===== src/logic/ifw_pkg.sv =====
package ifw_pkg;

   localparam int          IFW_CNT_W      = 32;
   localparam int          IFW_HALF_W     = 16;
   localparam logic [31:0] IFW_CNT_RST    = 32'h0000_0000;
   localparam logic [31:0] IFW_CNT_STEP   = 32'h0000_0001;
   localparam logic [15:0] IFW_WORD_RST   = 16'h0000;
   localparam int          IFW_LO_LSB     = 0;
   localparam int          IFW_HI_LSB     = 16;
   localparam int          IFW_SYNC_DEPTH = 2;

   typedef enum logic [1:0] {
      IFW_IDLE,
      IFW_RUN,
      IFW_MATCHED
   } ifw_state_e;

   // the two non-volatile halves that make up the match value
   typedef struct packed {
      logic [15:0] match_count_high_word;
      logic [15:0] match_count_low_word;
   } ifw_match_s;

   // per-cycle report from the core fetch path
   typedef struct packed {
      logic fetch;
      logic sleep;
   } ifw_fetch_s;

endpackage


===== src/logic/ifw_fetch_watch_timer.sv =====
`timescale 1ns/1ps
// What this block does
// - runs only on the system clock
// - counts one per reported fetch, else holds
// - free-runs without reload until match, then stops
// - raises interrupt request on count match
// - holds count while core sleeps
// - runs if fuse enable or software enable
// - 32-bit counter against 32-bit match
// - match built from two 16-bit words
// - instantiated on primary core only
module ifw_fetch_watch_timer
   import ifw_pkg::*;
#(
   parameter int CNT_W = IFW_CNT_W
) (
   input  wire logic                 clk,
   input  wire logic                 rst_n,
   input  wire ifw_fetch_s           core_fetch,
   input  wire ifw_match_s           match_words,
   input  wire logic                 fuse_enable,
   input  wire logic                 fetch_timer_control_on,
   output logic                      irq,
   output logic [CNT_W-1:0]          count,
   output logic                      running
);

   // this module is placed only in the primary core's subsystem

   // the match value is handled as equal 16-bit halves
   localparam int N_HALF = CNT_W / IFW_HALF_W;

   ifw_state_e              state;
   ifw_state_e              next_state;
   logic                    fuse_enable_sync;
   logic                    enabled;
   logic                    fetch_ok;
   logic                    in_run;
   logic                    frozen;
   logic                    step_en;
   logic                    hit;
   logic [N_HALF-1:0]       half_hit;
   logic [IFW_HALF_W-1:0]   half_match [N_HALF];
   logic [IFW_HALF_W-1:0]   half_count [N_HALF];
   logic [CNT_W-1:0]        match_value;
   logic [CNT_W-1:0]        next_count;
   logic                    next_irq;
   logic                    next_running;
   ifw_match_s              match_q;

   // fuse level comes from the configuration block, treated as asynchronous
   ifw_sync #(
      .W (1)
   ) u_fuse_sync (
      .clk   (clk),
      .rst_n (rst_n),
      .d     (fuse_enable),
      .q     (fuse_enable_sync)
   );

   // registered copy of the configuration words; they are static after load
   always_ff @(posedge clk) begin
      if (!rst_n) begin
         match_q <= '{IFW_WORD_RST, IFW_WORD_RST};
      end else begin
         match_q <= match_words;
      end
   end

   always_comb begin
      match_value = '0;
      match_value[IFW_LO_LSB +: IFW_HALF_W] = match_q.match_count_low_word;
      match_value[IFW_HI_LSB +: IFW_HALF_W] = match_q.match_count_high_word;
   end

   // fuse path is two cycles late; the control bit acts on the next edge
   assign enabled  = fuse_enable_sync | fetch_timer_control_on;

   // a sleeping core fetches nothing; sleep also masks a stray fetch flag
   assign fetch_ok = core_fetch.fetch & ~core_fetch.sleep;

   // compare half by half so each equality tree stays one word wide
   for (genvar h = 0; h < N_HALF; h++) begin : g_half
      assign half_match[h] = match_value[h*IFW_HALF_W +: IFW_HALF_W];
      assign half_count[h] = count[h*IFW_HALF_W +: IFW_HALF_W];
      assign half_hit[h]   = (half_count[h] == half_match[h]);
   end

   assign hit = &half_hit;

   // counting needs the run state, no match yet and a real fetch
   assign step_en = in_run & ~frozen & ~hit & fetch_ok;

   always_comb begin
      next_state = state;
      case (state)
         // the enable only arms the timer; dropping it later changes nothing
         IFW_IDLE: begin
            if (enabled) begin
               next_state = IFW_RUN;
            end
         end
         IFW_RUN: begin
            if (hit) begin
               next_state = IFW_MATCHED;
            end
         end
         // no way out but reset, so a hung program cannot re-arm it
         IFW_MATCHED: begin
            next_state = IFW_MATCHED;
         end
         // unused encoding falls back to idle
         default: begin
            next_state = IFW_IDLE;
         end
      endcase
   end

   // all state is on clk alone; no separate timer clock exists
   always_ff @(posedge clk) begin
      if (!rst_n) begin
         state <= IFW_IDLE;
      end else begin
         state <= next_state;
      end
   end

   // one place that says what each state permits
   always_comb begin
      in_run = 1'b0;
      frozen = 1'b0;
      case (state)
         IFW_IDLE: begin
            in_run = 1'b0;
            frozen = 1'b0;
         end
         IFW_RUN: begin
            in_run = 1'b1;
            frozen = 1'b0;
         end
         IFW_MATCHED: begin
            in_run = 1'b0;
            frozen = 1'b1;
         end
         default: begin
            in_run = 1'b0;
            frozen = 1'b1;
         end
      endcase
   end

   // no reload path exists: the count only ever steps upward
   always_comb begin
      next_count = count;
      if (step_en) begin
         next_count = count + CNT_W'(IFW_CNT_STEP);
      end
   end

   always_ff @(posedge clk) begin
      if (!rst_n) begin
         count <= CNT_W'(IFW_CNT_RST);
      end else begin
         count <= next_count;
      end
   end

   // a match seen while running latches the request
   always_comb begin
      next_irq = irq;
      if (in_run && hit) begin
         next_irq = 1'b1;
      end
   end

   // request stays asserted until reset: a malfunction is not self-healing
   always_ff @(posedge clk) begin
      if (!rst_n) begin
         irq <= 1'b0;
      end else begin
         irq <= next_irq;
      end
   end

   // running is registered from next_state, so it matches the current run state
   assign next_running = (next_state == IFW_RUN);

   always_ff @(posedge clk) begin
      if (!rst_n) begin
         running <= 1'b0;
      end else begin
         running <= next_running;
      end
   end

endmodule


===== src/logic/ifw_sync.sv =====
`timescale 1ns/1ps
// two-stage synchroniser for the configuration enable level
module ifw_sync
   import ifw_pkg::*;
#(
   parameter int W = 1
) (
   input  wire logic         clk,
   input  wire logic         rst_n,
   input  wire logic [W-1:0] d,
   output logic      [W-1:0] q
);

   logic [W-1:0] meta;

   always_ff @(posedge clk) begin
      if (!rst_n) begin
         meta <= '0;
         q    <= '0;
      end else begin
         meta <= d;
         q    <= meta;
      end
   end

endmodule


===== config.mk =====
export PLATFORM = sky130hd
export DESIGN_NAME = ifw_fetch_watch_timer
export DESIGN_NICKNAME = d
export VERILOG_FILES = /design/src/logic/ifw_pkg.sv /design/src/logic/ifw_fetch_watch_timer.sv /design/src/logic/ifw_sync.sv
export SDC_FILE = /design/constraint.sdc
export NUM_CORES = 1
export LEC_CHECK = 0
export BUFFER_PORTS_ARGS = -buffer_cell sky130_fd_sc_hd__buf_2
export CORE_MARGIN = 2
export CORE_UTILIZATION = 25
export CTS_CLUSTER_SIZE = 10
export DETAILED_ROUTE_END_ITERATION = 7
export PLACE_DENSITY_LB_ADDON = 0.15
export SETUP_SLACK_MARGIN = 0.05
export SLEW_MARGIN = 5
export SYNTH_ARGS = -nofsm -noshare
export SYNTH_HDL_FRONTEND = slang
export SYNTH_HIERARCHICAL = 1
export SYNTH_SLANG_ARGS = --single-unit

===== constraint.sdc =====
create_clock -name clk -period 2.4 [get_ports clk]
set_clock_uncertainty 0.2 [all_clocks]
set_input_delay 0.48 -clock clk [delete_from_list [all_inputs] [get_ports clk]]
set_output_delay 0.48 -clock clk [all_outputs]
set_load 0.005 [all_outputs]

==> run_results.csv, run 1 <==
group,metric,value,unit
timing,rsz0062_at_grt,"no",
synth,yosysSeqAreaShare,44.5,%
hold_path,min-delay-start,"match_words[26]",
route,wl_per_cell,15.0,um
final_layout,syn_to_final_growth,31.5,%
worst_setup_path,path_max_fanout,38,
timing,maxSlewViolCount,0,
final_layout,fillCellCount,1324,
die,coreArea,0.0125,mm2
route,postRouteAntennaNets,0,
clock_tree,cts_tree,"built",
power_and_ir_drop,p_total,2.69,mW
clock_tree,path_clk_slew,50,ps
global_route,grt_max_degree,59,
route,drc,0,
place,hpwlAfterDp,6780,um
place,post-place-ws,51.4,ps
timing,setup_tns,0,ps
die,fp-row-count,41,
timing,fin_crit,2230,ps
global_route,grt_use_total,14.2,%
clock_tree,h-tree-depth,3,
route,dr.pass1.iters,4,
die,die_area,0.0135,mm2
worst_setup_path,critPathLaunch,"count[30]",
synth,yosysWarnings,6,
synth,synth.distinct_cells,40,
global_route,grt_pass1_vias,2584,
synth,syn_inst,328,
clock_tree,cts_made_buffers,9,
route,drt_iter0_markers,145,
global_route,grt_overflow,0,
timing,setup_slack,167,ps
synth,synth-edff-count,0,
final_layout,antenna_cells,0,
worst_setup_path,worst_setup_path_start_kind,"flip-flop",
synth,avgSynthCellArea,9.61,um2
synth,yosys-top-cells-count,"dfxtp_1 (70), and2_1 (36), xor2_1 (34)",
clock_tree,post_cts_buffers,0,
route,avgViaCountPerCell,4.47,
power_and_ir_drop,peakVddDrop,0.233,mV
final_layout,nets,461,
power_and_ir_drop,pwr_density_cell,650,mW/mm2
synth,syn-num-nets,367,
synth,yosysMostFrequentCell,"dfxtp_1",
worst_setup_path,crit_path_cell_trace,"xor2_1 > nor4_2 > buf_4 > nand4_2 > o21ai_4 > buf_12 > nor4_1 > o21a_1",
synth,synth_top_area_share,44.5,%
worst_setup_path,critPathArrivalTime,2250,ps
worst_setup_path,r2r-start,"count[30]",
route,wirelength,8960,um
timing,max_freq,0.448,GHz
die,die_w,116,um
timing,hold_ws,155,ps
place,place_area,0.00382,mm2
flow_run,maxCapViolations,0,
synth,yosys-top-cells-area,"dfxtp_1 (44%), xor2_1 (9.5%), and2_1 (7.1%)",
outcome,status,"finished, final reports clean",
timing,fin_crit_sh,93.0,%
die,pin_count,72,
power_and_ir_drop,leakagePower,1.81,nW
worst_setup_path,slowest_stage,"nor4_2",
timing,worstMarginPinSlew,524,ps
worst_setup_path,cp.required,2420,ps
synth,synth_seq_cells,70,
hold_path,hold_class,"in2reg",
timing,slew_headroom,65.0,%
route,num_vias,2678,
final_layout,drive_above_1_share,31.4,%
place,numPortBuffers,71,
synth,synth_ff_type,"dfxtp_1",
worst_setup_path,cp_num_buf_inv,2,
worst_setup_path,critical_path.max_stage_delay,380,ps
final_layout,stdcell_area,0.00414,mm2
worst_setup_path,crit_path_end_kind,"flip-flop",
clock_tree,cts_sinks,70,
synth,yosysTopAreaCell,"dfxtp_1",
timing,setup_viol,0,
worst_setup_path,cp_top_family,"simple AND/OR/NAND/NOR gates",
die,initial_core_util,25.3,%
timing,finalHoldViolCount,0,
clock_tree,clock_latency,330,ps
global_route,grt_pass1_wl,14200,um
die,die-height,116,um
synth,synthesis.area,0.00315,mm2
synth,async_flop_share,0,%
global_route,antenna_found_initial,0,
worst_setup_path,worstSetupPathType,"reg2reg",
clock_tree,clock_tree.root_cell,"clkbuf_16",
place,gp_congestion,0.789,
clock_tree,cts.path.max_buffers,2,
[where the power goes]
| part | total [mW] | internal (mW) | switching, mW |
|---|---|---|---|
| sequential | 1.21 | 1.20 | 0.0174 |
| clock | 1.34 | 0.856 | 0.483 |
| combinational | 0.139 | 0.0697 | 0.0689 |
| total | 2.69 | 2.12 | 0.570 |
[layout make-up]
class / count / area [um2] / share of cell area, %
Clock buffer: 12 / 256 / 6.19
Clock inverter: 4 / 45.0 / 1.09
Multi-Input combinational cell: 235 / 1610 / 38.8
Sequential cell: 70 / 1410 / 33.9
Inverter: 5 / 18.8 / 0.453
Timing Repair Buffer: 101 / 593 / 14.3
Tap cell: 172 / 215 / 5.19
[cell usage in the layout (no fill, tap or decap), types with 9 or more instances in the layout]
master	n
xor2_1	33
clkbuf_16	9
or4_1	15
nor2_1	9
nand3_1	13
and2_1	36
o31ai_1	10
buf_2	71
a21oi_1	15
nor4_1	12
nand4_1	9
buf_4	29
nand2_1	23
dfxtp_1	66
[layer usage]
layer,part of all wire (%),wire length [um],GRT usage (%)
met1,49,4370,19.7
met2,45,4040,21.4
met3,5.0,444,3.32
met4,1.2,108,5.16
met5,0,0,0
[worst paths after layout]
check,endpoint,depth (start not counted),slack [ps]
setup / recovery,count[7],8,170
hold / removal,half_match[10],2,160
setup reg to reg,count[7],8,170
hold reg to reg,u_fuse_sync/q,1,230
[kinds of logic after synthesis]
group,after synthesis,synth area share [%]
AO/OA/AOI/OAI,48,10.4
XOR/XNOR,34,9.45
adder cells (fa/ha/maj),1,0.397
buffers and inverters,23,4.88
flip-flops,70,44.5
multiplexers,6,1.91
AND/OR/NAND/NOR,146,28.5
[per-stage QoR]
| stage | util, % | cells |
|---|---|---|
| detailed placement | 30.7 | 583 |
| global placement | 30.7 | 583 |
| floorplan | - | 328 |
| CTS | 33.1 | 599 |
| global route | 33.2 | 599 |
| finish | 33.2 | 599 |
[timing repair]
item	CTS	global route
gates resized for setup	1	5
hold buffers	0	0
endpoints found under the setup margin	5	23
[worst register-to-register path, cell delays in order (launching register included)]
cell	delay [ps]
dfxtp_1	350
xor2_1	180
nor4_2	380
buf_4	180
nand4_2	140
o21ai_4	220
buf_12	210
nor4_1	80
o21a_1	180
[state kept, by name, summed over array words and instances, names as in the netlist]
signal and count:
count 32, irq 1, u_fuse_sync/meta 1, state 2
half_match 32, running 1, u_fuse_sync/q 1
No activity file was read; power rests on OpenSTA's default activity.
==> run 2, diff against run 1 <==
Settings changed: CELL_PAD_IN_SITES_DETAIL_PLACEMENT set to 0, CELL_PAD_IN_SITES_GLOBAL_PLACEMENT set to 1.
==> run_results.csv, run 2 (same netlist as run 1, synthesis figures left out) <==
group,metric,value,unit
outcome,status,"finished, final reports clean",
die,fp-row-count,41,
worst_setup_path,critical_path.max_stage_delay,500,ps
route,avgViaCountPerCell,4.42,
clock_tree,cts_tree,"built",
clock_tree,cts.path.max_buffers,2,
power_and_ir_drop,leakagePower,1.84,nW
worst_setup_path,critPathArrivalTime,2260,ps
clock_tree,cts_made_buffers,9,
route,drt_iter0_markers,153,
route,wirelength,9360,um
flow_run,maxCapViolations,0,
worst_setup_path,crit_path_end_kind,"flip-flop",
clock_tree,path_clk_slew,60,ps
global_route,grt.met2_usage,20.8,%
power_and_ir_drop,p_total,2.78,mW
worst_setup_path,slowest_stage,"or4_1",
timing,setup_tns,0,ps
power_and_ir_drop,pwr_density_cell,658,mW/mm2
worst_setup_path,crit_path_cell_trace,"xor2_1 > nor4_1 > buf_4 > nand4_1 > o21ai_4 > buf_4 > or4_1 > a21oi_1",
final_layout,fillCellCount,1314,
global_route,grt_pass1_vias,2525,
final_layout,multi_input_area,0.00163,mm2
final_layout,antenna_cells,0,
die,die_w,116,um
clock_tree,h-tree-depth,3,
global_route,gr-usage-met1,21.5,%
global_route,grt_use_met3,3.43,%
place,gp_congestion,0.708,
timing,slew_headroom,61.2,%
timing,finalHoldViolCount,0,
final_layout,nets,465,
timing,maxSlewViolCount,0,
global_route,grt_overflow,0,
final_layout,seq_area,0.00141,mm2
worst_setup_path,cp_num_buf_inv,2,
route,num_vias,2665,
route,dr.pass1.iters,4,
timing,fin_crit,2200,ps
final_layout,layout_commonest_cell,"buf_2",
place,numPortBuffers,71,
clock_tree,clock_latency,330,ps
clock_tree,cts_sinks,70,
final_layout,drive_above_1_share,33.4,%
route,drc,0,
worst_setup_path,cp.required,2460,ps
worst_setup_path,cp_top_family,"simple AND/OR/NAND/NOR gates",
worst_setup_path,worstSetupPathType,"reg2reg",
worst_setup_path,r2r-start,"count[24]",
clock_tree,clock_tree.root_cell,"clkbuf_16",
hold_path,hold_class,"in2reg",
timing,setup_viol,0,
worst_setup_path,path_max_fanout,9,
global_route,antenna_found_initial,0,
power_and_ir_drop,peakVddDrop,0.245,mV
die,pin_count,72,
global_route,grt-busiest-layer,"met1",
global_route,grt_pass1_wl,14500,um
timing,worstMarginPinSlew,581,ps
die,die_area,0.0135,mm2
final_layout,syn_to_final_growth,34.0,%
route,postRouteAntennaNets,0,
timing,rsz0062_at_grt,"no",
die,initial_core_util,25.3,%
die,coreArea,0.0125,mm2
timing,fin_crit_sh,91.5,%
worst_setup_path,worst_setup_path_start_kind,"flip-flop",
final_layout,final_cell_mix,"buf_2 (71), dfxtp_1 (62), and2_1 (35)",
final_layout,final_cells,603,
worst_setup_path,cp_common_cell,"buf_4",
global_route,grt_use_total,14.6,%
global_route,grt_max_degree,59,
route,wl_per_cell,15.5,um
hold_path,min-delay-start,"match_words[3]",
clock_tree,hold_buffers,0,
place,dpl.cell_count,585,
timing,max_freq,0.456,GHz
die,die-height,116,um
place,hpwlAfterDp,7080,um
worst_setup_path,critPathLaunch,"count[24]",
run 2: cell count changes in the layout (fill, tap and decap cells not counted), moves of 2 or more:
| cell | before | now |
|---|---|---|
| xor2_1 | 33 | 31 |
| dfxtp_1 | 66 | 62 |
| xor2_2 | 1 | 3 |
| buf_4 | 29 | 32 |
| dfxtp_2 | 4 | 8 |
run 2: final cells by class:
cell class | count | share of cell area [%]
repair buffers | 105 | 15.1
multi-input cells | 235 | 38.5
clock buffers | 12 | 5.84
well taps | 172 | 5.10
flip-flops and latches | 70 | 33.4
clock inverters | 4 | 1.66
inverters | 5 | 0.444
run 2: path summary, 6_finish.rpt:
check,end,slack (ps),cells past startpoint
setup reg to reg,count[14],200,8
setup / recovery,count[14],200,8
hold reg to reg,u_fuse_sync/q,240,1
hold / removal,half_match[19],150,2
run 2: through the flow:
step	worst slack, ps	hold slack, ps	util [%]	cell area, um2
global route	53.3	149	33.9	4220
global placement	-1.09	210	30.9	3850
CTS	111	145	33.5	4170
detailed placement	41.1	236	30.9	3850
finish	205	153	33.9	4220
floorplan	356	206	-	3150
run 2: worst register-to-register path, stage by stage (launching register included):
cell and delay (ps):
dfxtp_1 340, xor2_1 240, nor4_1 100, buf_4 140
nand4_1 170, o21ai_4 110, buf_4 180, or4_1 500
a21oi_1 160
run 2: report_power, final:
group	internal, mW	switching [mW]	total [mW]
clock network	0.935	0.481	1.42
logic	0.0746	0.0704	0.145
registers	1.20	0.0193	1.22
run 2: metal layers:
metal / part of all wire [%] / wire (um)
met1: 52 / 4850
met2: 43 / 4050
met3: 4.0 / 371
met4: 1.0 / 97
met5: 0 / 0
run 2: repair_timing:
item / CTS / global route
endpoints found under the setup margin: 1 / 11
pin swaps: 0 / 1
gates resized for setup: 2 / 11
setup buffers: 0 / 2
